--- config.mk ---
export PLATFORM = sky130hd
export DESIGN_NAME = rcp_top
export DESIGN_NICKNAME = d
export VERILOG_FILES = /design/src/rcp_pkg.sv /design/src/rcp_cause_rec.sv /design/src/rcp_top.sv
export SDC_FILE = /design/constraint.sdc
export NUM_CORES = 1
export LEC_CHECK = 0
export BUFFER_PORTS_ARGS = -buffer_cell sky130_fd_sc_hd__buf_2
export CORE_UTILIZATION = 23
export DETAILED_ROUTE_END_ITERATION = 8
export HOLD_SLACK_MARGIN = 0.02
export SETUP_SLACK_MARGIN = 0.5
export SLEW_MARGIN = 20
export SYNTH_ARGS = -nofsm -noshare
export SYNTH_HDL_FRONTEND = slang
export SYNTH_SLANG_ARGS = --single-unit
--- constraint.sdc ---
create_clock -name aclk -period 2.89 [get_ports aclk]
set_clock_uncertainty 0.2 [all_clocks]
set_input_delay 0.7225 -clock aclk [delete_from_list [all_inputs] [get_ports aclk]]
set_output_delay 0.7225 -clock aclk [all_outputs]
set_load 0.01 [all_outputs]
--- src/rcp_pkg.sv ---
// rcp_pkg: register map, field positions and reset values of the
// reset-cause and power-control block.
// assumes a 32-bit axi4-lite slave with word-aligned registers.
package rcp_pkg;
  localparam int          RCP_AW          = 12;
  // power_control offset is printed as a byte address
  localparam logic [11:0] RCP_OFS_PWR     = 12'hf80;
  localparam logic [11:0] RCP_OFS_CAUSE   = 12'hf84;
  localparam logic [11:0] RCP_OFS_IRQ_ST  = 12'hf88;
  localparam logic [11:0] RCP_OFS_IRQ_MSK = 12'hf8c;
  // cause flag positions
  localparam int          RCP_BIT_POR     = 7;
  localparam int          RCP_BIT_HALT    = 6;
  localparam int          RCP_BIT_WDOG    = 5;
  localparam int          RCP_BIT_PIN     = 4;
  localparam logic [7:0]  RCP_CAUSE_RST   = 8'h80;
  // power control fields
  localparam int          RCP_BIT_BO_DIS  = 4;
  localparam int          RCP_BIT_ADC_DIS = 2;
  localparam int          RCP_BIT_CMP_DIS = 1;
  localparam logic [7:0]  RCP_PWR_RST     = 8'h80;
  // event status bits: one per reset or recovery cause
  localparam int          RCP_NEV         = 6;
  localparam int          RCP_EV_PIN      = 0;
  localparam int          RCP_EV_WDOG     = 1;
  localparam int          RCP_EV_DBGR     = 2;
  localparam int          RCP_EV_DPIN     = 3;
  localparam int          RCP_EV_GWAKE    = 4;
  localparam int          RCP_EV_WWAKE    = 5;
  localparam logic [1:0]  RCP_RESP_OKAY   = 2'b00;
  localparam logic [1:0]  RCP_RESP_SLVERR = 2'b10;
endpackage

--- src/rcp_cause_rec.sv ---
// rcp_cause_rec: the reset cause flags and their update on each event.
// assumes event inputs are one-cycle pulses synchronous to aclk.
`timescale 1ns/1ns
`default_nettype none
module rcp_cause_rec
  import rcp_pkg::*;
(
  // clock and power-on reset
  input  wire logic       aclk,
  input  wire logic       aresetn,
  // reset and recovery events
  input  wire logic       ev_pin_reset,
  input  wire logic       ev_wdog_rst,
  input  wire logic       ev_debug_rst,
  input  wire logic       ev_debug_pin,
  input  wire logic       ev_gpio_wake,
  input  wire logic       ev_wdog_wake,
  // software read clears the external-pin flag
  input  wire logic       rd_clear,
  // flags
  output logic      [7:0] cause
);
  logic [3:0] flags_reg;
  logic [3:0] flags_next;

  // flags_next order: por, halt, wdog, pin
  always_comb begin
    flags_next = flags_reg;
    if (rd_clear) begin
      flags_next[0] = 1'b0;
    end
    if (ev_debug_rst || ev_debug_pin) begin
      flags_next = 4'b1000;
    end else if (ev_wdog_wake) begin
      flags_next = 4'b0110;
    end else if (ev_gpio_wake) begin
      flags_next = 4'b0100;
    end else if (ev_wdog_rst) begin
      flags_next = 4'b0010;
    end else if (ev_pin_reset) begin
      flags_next = 4'b0001;
    end
  end

  // only the power-on reset initialises the flags
  always_ff @(posedge aclk) begin
    if (!aresetn) begin
      flags_reg <= RCP_CAUSE_RST[7:4];
    end else begin
      flags_reg <= flags_next;
    end
  end

  assign cause = {flags_reg, 4'h0};
endmodule
`default_nettype wire

--- src/rcp_top.sv ---
// rcp_top: reset-cause status and analog power control, axi4-lite slave.
// assumes aresetn is the power-on reset; other resets arrive as event
// pulses and do not reset this block.
//
// Register access over AXI4-Lite was decided locally.
`timescale 1ns/1ns
`default_nettype none
// Notes on behaviour
// - pin reset sets pin flag; read clears
// - power-on or gpio wake clears pin flag
// - pin reset reads por0 halt0 wdog0 pin1
// - watchdog reset reads only wdog set
// - debugger reset reads only por set
// - debug pin wake reads only por set
// - gpio wake reads only halt set
// - watchdog wake sets halt and wdog
// - status reset only by power-on
// - status low nibble reads zero
// - brown-out on when bit4 clear and option set
// - bit2 set disables converter
// - bit1 set disables comparator
module rcp_top
  import rcp_pkg::*;
(
  // clock and reset
  input  wire logic                  aclk,
  input  wire logic                  aresetn,
  // axi4-lite write address and data
  input  wire logic [RCP_AW-1:0]     s_axi_awaddr,
  input  wire logic [2:0]            s_axi_awprot,
  input  wire logic                  s_axi_awvalid,
  output logic                       s_axi_awready,
  input  wire logic [31:0]           s_axi_wdata,
  input  wire logic [3:0]            s_axi_wstrb,
  input  wire logic                  s_axi_wvalid,
  output logic                       s_axi_wready,
  // axi4-lite write response
  output logic [1:0]                 s_axi_bresp,
  output logic                       s_axi_bvalid,
  input  wire logic                  s_axi_bready,
  // axi4-lite read
  input  wire logic [RCP_AW-1:0]     s_axi_araddr,
  input  wire logic [2:0]            s_axi_arprot,
  input  wire logic                  s_axi_arvalid,
  output logic                       s_axi_arready,
  output logic [31:0]                s_axi_rdata,
  output logic [1:0]                 s_axi_rresp,
  output logic                       s_axi_rvalid,
  input  wire logic                  s_axi_rready,
  // reset and recovery events, one-cycle pulses
  input  wire logic                  ev_pin_reset,
  input  wire logic                  ev_wdog_rst,
  input  wire logic                  ev_debug_rst,
  input  wire logic                  ev_debug_pin,
  input  wire logic                  ev_gpio_wake,
  input  wire logic                  ev_wdog_wake,
  // nonvolatile option
  input  wire logic                  brownout_always_on_option,
  // analog enables
  output logic                       brownout_enable,
  output logic                       adc_enable,
  output logic                       comparator_enable,
  // interrupt
  output logic                       irq
);
  logic [7:0]          cause;
  logic [7:0]          pwr_reg,   pwr_next;
  logic [RCP_NEV-1:0]  ist_reg,   ist_next;
  logic [RCP_NEV-1:0]  imsk_reg,  imsk_next;
  logic                aw_hold_reg, aw_hold_next;
  logic                w_hold_reg,  w_hold_next;
  logic [RCP_AW-1:0]   awaddr_reg,  awaddr_next;
  logic [31:0]         wdata_reg,   wdata_next;
  logic [3:0]          wstrb_reg,   wstrb_next;
  logic                bvalid_reg,  bvalid_next;
  logic [1:0]          bresp_reg,   bresp_next;
  logic                rvalid_reg,  rvalid_next;
  logic [31:0]         rdata_reg,   rdata_next;
  logic [1:0]          rresp_reg,   rresp_next;
  logic                wr_go;
  logic                rd_go;
  logic                rd_clear;
  logic [RCP_NEV-1:0]  ev_vec;

  assign ev_vec = {ev_wdog_wake, ev_gpio_wake, ev_debug_pin,
                   ev_debug_rst, ev_wdog_rst, ev_pin_reset};

  rcp_cause_rec u_cause (
    .aclk         (aclk),
    .aresetn      (aresetn),
    .ev_pin_reset (ev_pin_reset),
    .ev_wdog_rst  (ev_wdog_rst),
    .ev_debug_rst (ev_debug_rst),
    .ev_debug_pin (ev_debug_pin),
    .ev_gpio_wake (ev_gpio_wake),
    .ev_wdog_wake (ev_wdog_wake),
    .rd_clear     (rd_clear),
    .cause        (cause)
  );

  // channels held until both address and data are in
  assign s_axi_awready = !aw_hold_reg && !bvalid_reg;
  assign s_axi_wready  = !w_hold_reg && !bvalid_reg;
  assign s_axi_arready = !rvalid_reg;
  assign wr_go = aw_hold_reg && w_hold_reg && !bvalid_reg;
  assign rd_go = s_axi_arvalid && s_axi_arready;
  assign rd_clear = rd_go && (s_axi_araddr == RCP_OFS_CAUSE);

  always_comb begin
    aw_hold_next = aw_hold_reg;
    w_hold_next  = w_hold_reg;
    awaddr_next  = awaddr_reg;
    wdata_next   = wdata_reg;
    wstrb_next   = wstrb_reg;
    bvalid_next  = bvalid_reg;
    bresp_next   = bresp_reg;
    pwr_next     = pwr_reg;
    imsk_next    = imsk_reg;
    ist_next     = ist_reg;
    if (s_axi_awvalid && s_axi_awready) begin
      aw_hold_next = 1'b1;
      awaddr_next  = s_axi_awaddr;
    end
    if (s_axi_wvalid && s_axi_wready) begin
      w_hold_next = 1'b1;
      wdata_next  = s_axi_wdata;
      wstrb_next  = s_axi_wstrb;
    end
    if (wr_go) begin
      aw_hold_next = 1'b0;
      w_hold_next  = 1'b0;
      bvalid_next  = 1'b1;
      bresp_next   = RCP_RESP_OKAY;
      unique case (awaddr_reg)
        RCP_OFS_PWR: begin
          if (wstrb_reg[0]) begin
            pwr_next = wdata_reg[7:0];
          end
        end
        RCP_OFS_CAUSE: begin
        end
        RCP_OFS_IRQ_ST: begin
          if (wstrb_reg[0]) begin
            ist_next = ist_reg & ~wdata_reg[RCP_NEV-1:0];
          end
        end
        RCP_OFS_IRQ_MSK: begin
          if (wstrb_reg[0]) begin
            imsk_next = wdata_reg[RCP_NEV-1:0];
          end
        end
        default: bresp_next = RCP_RESP_SLVERR;
      endcase
    end
    // event set wins over a same-cycle clear
    ist_next = ist_next | ev_vec;
    if (bvalid_reg && s_axi_bready) begin
      bvalid_next = 1'b0;
    end
  end

  always_comb begin
    rvalid_next = rvalid_reg;
    rdata_next  = rdata_reg;
    rresp_next  = rresp_reg;
    if (rd_go) begin
      rvalid_next = 1'b1;
      rresp_next  = RCP_RESP_OKAY;
      rdata_next  = 32'h0;
      unique case (s_axi_araddr)
        RCP_OFS_PWR:     rdata_next[7:0] = pwr_reg;
        RCP_OFS_CAUSE:   rdata_next[7:0] = cause;
        RCP_OFS_IRQ_ST:  rdata_next[RCP_NEV-1:0] = ist_reg;
        RCP_OFS_IRQ_MSK: rdata_next[RCP_NEV-1:0] = imsk_reg;
        default:         rresp_next = RCP_RESP_SLVERR;
      endcase
    end else if (rvalid_reg && s_axi_rready) begin
      rvalid_next = 1'b0;
    end
  end

  always_ff @(posedge aclk) begin
    if (!aresetn) begin
      aw_hold_reg <= 1'b0;
      w_hold_reg  <= 1'b0;
      awaddr_reg  <= '0;
      wdata_reg   <= 32'h0;
      wstrb_reg   <= 4'h0;
      bvalid_reg  <= 1'b0;
      bresp_reg   <= RCP_RESP_OKAY;
      rvalid_reg  <= 1'b0;
      rdata_reg   <= 32'h0;
      rresp_reg   <= RCP_RESP_OKAY;
      pwr_reg     <= RCP_PWR_RST;
      ist_reg     <= '0;
      imsk_reg    <= '0;
    end else begin
      aw_hold_reg <= aw_hold_next;
      w_hold_reg  <= w_hold_next;
      awaddr_reg  <= awaddr_next;
      wdata_reg   <= wdata_next;
      wstrb_reg   <= wstrb_next;
      bvalid_reg  <= bvalid_next;
      bresp_reg   <= bresp_next;
      rvalid_reg  <= rvalid_next;
      rdata_reg   <= rdata_next;
      rresp_reg   <= rresp_next;
      pwr_reg     <= pwr_next;
      ist_reg     <= ist_next;
      imsk_reg    <= imsk_next;
    end
  end

  assign s_axi_bvalid = bvalid_reg;
  assign s_axi_bresp  = bresp_reg;
  assign s_axi_rvalid = rvalid_reg;
  assign s_axi_rdata  = rdata_reg;
  assign s_axi_rresp  = rresp_reg;
  assign irq          = |(ist_reg & imsk_reg);

  assign brownout_enable   = !pwr_reg[RCP_BIT_BO_DIS]
                             && brownout_always_on_option;
  assign adc_enable        = !pwr_reg[RCP_BIT_ADC_DIS];
  assign comparator_enable = !pwr_reg[RCP_BIT_CMP_DIS];

  // assertions
  property p_pin_set;
    @(posedge aclk) disable iff (!aresetn)
    ev_pin_reset && !(ev_debug_rst || ev_debug_pin || ev_wdog_wake || ev_gpio_wake
      || ev_wdog_rst) |=> cause[7:4] == 4'b0001;
  endproperty
  a_pin_set: assert property (p_pin_set) else $error("pin reset flags wrong");

  property p_rd_clr;
    @(posedge aclk) disable iff (!aresetn)
    rd_clear && !(|ev_vec) |=> !cause[RCP_BIT_PIN];
  endproperty
  a_rd_clr: assert property (p_rd_clr) else $error("pin flag not cleared on read");

  property p_gwake;
    @(posedge aclk) disable iff (!aresetn)
    ev_gpio_wake && !(ev_debug_rst || ev_debug_pin || ev_wdog_wake)
      |=> cause[7:4] == 4'b0100;
  endproperty
  a_gwake: assert property (p_gwake) else $error("gpio wake flags wrong");

  property p_wwake;
    @(posedge aclk) disable iff (!aresetn)
    ev_wdog_wake && !(ev_debug_rst || ev_debug_pin) |=> cause[7:4] == 4'b0110;
  endproperty
  a_wwake: assert property (p_wwake) else $error("watchdog wake flags wrong");

  property p_wrst;
    @(posedge aclk) disable iff (!aresetn)
    ev_wdog_rst && !(ev_debug_rst || ev_debug_pin || ev_wdog_wake || ev_gpio_wake)
      |=> cause[7:4] == 4'b0010;
  endproperty
  a_wrst: assert property (p_wrst) else $error("watchdog reset flags wrong");

  property p_dbg;
    @(posedge aclk) disable iff (!aresetn)
    ev_debug_rst || ev_debug_pin |=> cause[7:4] == 4'b1000;
  endproperty
  a_dbg: assert property (p_dbg) else $error("debug reset flags wrong");

  property p_stable;
    @(posedge aclk) disable iff (!aresetn)
    !(|ev_vec) && !rd_clear |=> $stable(cause);
  endproperty
  a_stable: assert property (p_stable) else $error("flags changed with no event");

  property p_low;
    @(posedge aclk) disable iff (!aresetn)
    rvalid_reg && $past(rd_clear) |-> s_axi_rdata[3:0] == 4'h0;
  endproperty
  a_low: assert property (p_low) else $error("reserved bits nonzero");

  property p_bo;
    @(posedge aclk) disable iff (!aresetn)
    wr_go && awaddr_reg == RCP_OFS_PWR && wstrb_reg[0]
      |=> brownout_enable == (!$past(wdata_reg[RCP_BIT_BO_DIS])
      && brownout_always_on_option);
  endproperty
  a_bo: assert property (p_bo) else $error("brown-out enable wrong");

  property p_adc;
    @(posedge aclk) disable iff (!aresetn)
    wr_go && awaddr_reg == RCP_OFS_PWR && wstrb_reg[0]
      |=> adc_enable == !$past(wdata_reg[RCP_BIT_ADC_DIS])
      && comparator_enable == !$past(wdata_reg[RCP_BIT_CMP_DIS]);
  endproperty
  a_adc: assert property (p_adc) else $error("analog enable not following write");

  c_rd_cause: cover property (@(posedge aclk) rd_clear ##1 rvalid_reg);
  c_wr_pwr: cover property (@(posedge aclk) wr_go && awaddr_reg == RCP_OFS_PWR);
  c_irq: cover property (@(posedge aclk) $rose(irq));
endmodule
`default_nettype wire

==> results.rst <==
.. list-table::
   :header-rows: 1

   * - Metric
     - Value
   * - Area share of the leading cell type in the synthesized netlist
     - 43.3%
   * - Static leakage power
     - 1.46 nW
   * - DRC violations left
     - 0
   * - Critical Path Sink Type
     - flip-flop
   * - Layout Nets
     - 446
   * - Largest net degree at the start of global routing
     - 25
   * - Worst hold endpoint
     - pwr_reg[6]
   * - Initial cell density of the core
     - 23.8%
   * - I/O pin count
     - 125
   * - Die Span X
     - 111 um
   * - Routed Wire Length
     - 6270 um
   * - Number of antenna diodes
     - 0
   * - Most frequent cells in the layout
     - 65 x sky130_fd_sc_hd__buf_2, 59 x sky130_fd_sc_hd__dfxtp_1, 48 x sky130_fd_sc_hd__nand2_1, 26 x sky130_fd_sc_hd__conb_1, 25 x sky130_fd_sc_hd__mux2i_1
   * - Part of the total power dissipated in the clock network
     - 50.0%
   * - Die Area
     - 12,300 sq um
   * - Hold Path Stages
     - 2
   * - Combined area of the multi-input logic cells
     - 1350 sq um
   * - Count of buffers from port buffering
     - 65
   * - Setup_tns
     - 0 ns
   * - Part of the power in combinational logic
     - 8.9%
   * - Post-CTS setup repair buffer count
     - 0
   * - Delay-heaviest family, CP
     - simple AND/OR/NAND/NOR gates
   * - GR Util All Layers
     - 10.9%
   * - Avg WL per Cell
     - 12.2 um
   * - Hold path startpoint
     - pwr_reg[6]
   * - Number of register bits inferred by synthesis
     - 59
   * - Total buffers and inverters traversed by the critical path
     - 0
   * - Dominant synthesized flop cell
     - sky130_fd_sc_hd__dfxtp_1
   * - Switching Share
     - 22.5%
   * - Slowest Stage Delay on Critical Path
     - 0.76 ns
   * - Number of antenna violations at the first check in global routing
     - 0
   * - Unrepaired setup endpoints after global routing
     - no
   * - Layout filler cell count
     - 1,208
   * - Global-route wire length before repair
     - 10,400 um
   * - Power per Cell Area
     - 626 nW/um^2
   * - Largest register FFs
     - 12
   * - Maximum fanout along the worst path
     - 6
   * - Post-route cell area
     - 3420 sq um
   * - Leading cell types by total area after synthesis
     - sky130_fd_sc_hd__dfxtp_1 43%, sky130_fd_sc_hd__mux2i_1 9.2%, sky130_fd_sc_hd__buf_4 7.2%
   * - Register-to-Register Path Depth
     - 3
   * - Internal reg-to-reg setup slack
     - 0.73 ns
   * - CTS tree
     - built
   * - Syn Area/Cell
     - 9.12 sq um
   * - Total net switching power
     - 482 uW
   * - Quantity of gates resized following cts
     - 0
   * - Async set or reset register ratio after synthesis
     - 0%
   * - Aggregate global routing overflow
     - 0
   * - Share of the clock period used by the worst path
     - 74.9%
   * - Sequential share of power
     - 41.1%
   * - Latest clock arrival within the worst-skew pair
     - 0.32 ns
   * - Total CTS buffers
     - 9
   * - End-of-flow core utilization
     - 29.8%
   * - CORE AREA
     - 11,500 sq um
   * - Clock H-tree levels
     - 3
   * - Netlist Area Pre-Place
     - 2730 sq um
   * - Global placement routability congestion
     - 0.758
   * - Detailed router's first-iteration violation count
     - 62
   * - Sequential Area
     - 1180 sq um
   * - Vias post-DR
     - 2,181
   * - Count of final max-slew check failures
     - 0
   * - Worst hold path class
     - reg -> reg
   * - Half-perimeter wire length after placement
     - 4690 um
   * - Number of enable flip-flop cells after synthesis
     - 0
   * - Internal Power
     - 1.66 mW
   * - Biggest area consumer among synthesized cells
     - sky130_fd_sc_hd__dfxtp_1
   * - Slowest-stage cell, CP
     - sky130_fd_sc_hd__or4_1
   * - Root buffer selected by CTS
     - sky130_fd_sc_hd__clkbuf_16
   * - Worst vdd ir
     - 0.302 mV
   * - Via count of the first global-routing pass
     - 2,137
   * - Series of cell instances along the critical path
     - or4b_4 -> or4_1 -> mux2i_1
   * - Crit path launch type
     - flip-flop
   * - Launch point of the worst reg-to-reg path
     - awaddr_reg[0]
   * - Max-cap violation count
     - 0
   * - Mean number of vias per cell
     - 4.26
   * - R2R Path End
     - imsk_reg[3]
   * - Number of library cell types mapped by synthesis
     - 44
   * - Final-report hold violation count
     - 0
   * - Instance count of the mapped netlist
     - 299
   * - Share of synthesized area occupied by flip-flops and latches
     - 43.3%
   * - Req. time, crit path
     - 2.88 ns
   * - Clock transition at path regs
     - 0.05 ns
   * - Sinks on Clock Net
     - 59
   * - Most common library cell in the layout ignoring fill and taps
     - sky130_fd_sc_hd__buf_2
   * - Fraction of final layout cells with drive strength greater than 1
     - 27.4%
   * - Area post-placement
     - 3120 sq um
   * - Max Root-Sink Buffers
     - 2
   * - Site Rows
     - 39
   * - Synthesis warning total
     - 0
   * - Endpoints failing setup
     - 0
   * - Height of the die
     - 111 um
   * - Count of nets left with antenna violations after detail routing
     - 0
   * - CTS Hold Buffers Added
     - 0
   * - Area growth from synthesis to layout
     - 25.5%
   * - Drt pass-1 iters
     - 4
   * - Arrival time worst endpoint
     - 2.16 ns
   * - Maximum achievable frequency
     - 0.462 GHz
   * - Final critical delay including setup and external delays
     - 2.16 ns
   * - Setup Crit Path Kind
     - reg -> reg
   * - Run status
     - finished clean
[metal layers]
layer | track usage (%) | share of wire [%] | vias to the layer above
li1 | - | - | 1117
met1 | 13.2 | 45 | 983
met2 | 17.6 | 48 | 70
met3 | 2.90 | 5.1 | 11
met4 | 5.60 | 1.7 | 0
met5 | 0 | 0 | -
[power by group through the flow]
stage / clock [mW] / sequential (mW) / combinational [mW]
floorplan: 0 / 0.888 / 0.151
global placement: 0 / 0.893 / 0.189
detailed placement: 0 / 0.896 / 0.193
CTS: 1.10 / 0.879 / 0.194
global route: 1.13 / 0.884 / 0.217
finish: 1.07 / 0.880 / 0.191
[cell type report]
cell class	count	area share, %
Multi-Input combinational cell	214	39.4
Timing Repair Buffer	71	10.8
Clock inverter	2	1.02
Inverter	11	1.21
Clock buffer	12	7.79
Sequential cell	59	34.5
Tap cell	143	5.23
[Yosys cell counts (2+ instances only)]
cell type,instances
sky130_fd_sc_hd__dfxtp_1,59
sky130_fd_sc_hd__inv_1,11
sky130_fd_sc_hd__nand2_1,48
sky130_fd_sc_hd__o21ai_0,14
sky130_fd_sc_hd__nand4_1,2
sky130_fd_sc_hd__mux4_2,2
sky130_fd_sc_hd__nor2b_1,14
sky130_fd_sc_hd__nand4b_1,2
sky130_fd_sc_hd__o31ai_1,2
sky130_fd_sc_hd__nand3b_1,3
sky130_fd_sc_hd__nand3_1,10
sky130_fd_sc_hd__clkbuf_1,11
sky130_fd_sc_hd__a31oi_1,6
sky130_fd_sc_hd__nor2_1,9
sky130_fd_sc_hd__buf_4,26
sky130_fd_sc_hd__mux2_2,4
sky130_fd_sc_hd__nor3b_1,2
sky130_fd_sc_hd__a22oi_1,7
sky130_fd_sc_hd__mux2i_1,25
sky130_fd_sc_hd__a21oi_1,3
sky130_fd_sc_hd__a21boi_0,13
sky130_fd_sc_hd__buf_1,2
sky130_fd_sc_hd__nand2b_1,3
[stage by stage]
stage | std cells | hold slack, ns | total power, mW | setup slack, ns
finish | 512 | 0.260 | 2.14 | 0.725
global route | 512 | 0.277 | 2.23 | 0.661
CTS | 512 | 0.265 | 2.17 | 0.715
detailed placement | 498 | 0.258 | 1.09 | 0.426
global placement | 498 | 0.244 | 1.08 | 0.455
floorplan | 324 | 0.232 | 1.04 | 0.592
[how the worst max path moves through the flow]
stage	depth (start not counted)	slack (ns)	endpoint	from
2_1_floorplan	3	0.59	s_axi_rdata[6]	s_axi_araddr[5]
3_3_place_gp	4	0.46	s_axi_rdata[7]	s_axi_araddr[5]
3_5_place_dp	4	0.43	s_axi_rdata[6]	s_axi_araddr[5]
4_1_cts	3	0.71	imsk_reg[0]	awaddr_reg[0]
5_1_grt	3	0.66	imsk_reg[0]	awaddr_reg[0]
6_report	3	0.73	imsk_reg[3]	awaddr_reg[0]
[worst register-to-register path: cells and delay by family, from the launching register on]
| family | cells | cell delay, ns |
|---|---|---|
| mux | 1 | 0.19 |
| simple gates | 2 | 1.34 |
| flops | 1 | 0.31 |
[kinds of logic (layout without fill, tap and decap cells)]
logic type | after synthesis | in the layout | share of synthesized area, %
AO/OA/AOI/OAI | 49 | 49 | 11.8
buffers and inverters | 51 | 96 | 10.9
flip-flops | 59 | 59 | 43.3
multiplexers | 31 | 31 | 12.5
other | 1 | 26 | 0.137
AND/OR/NAND/NOR | 108 | 108 | 21.4
(Power assumes the default switching activity.)
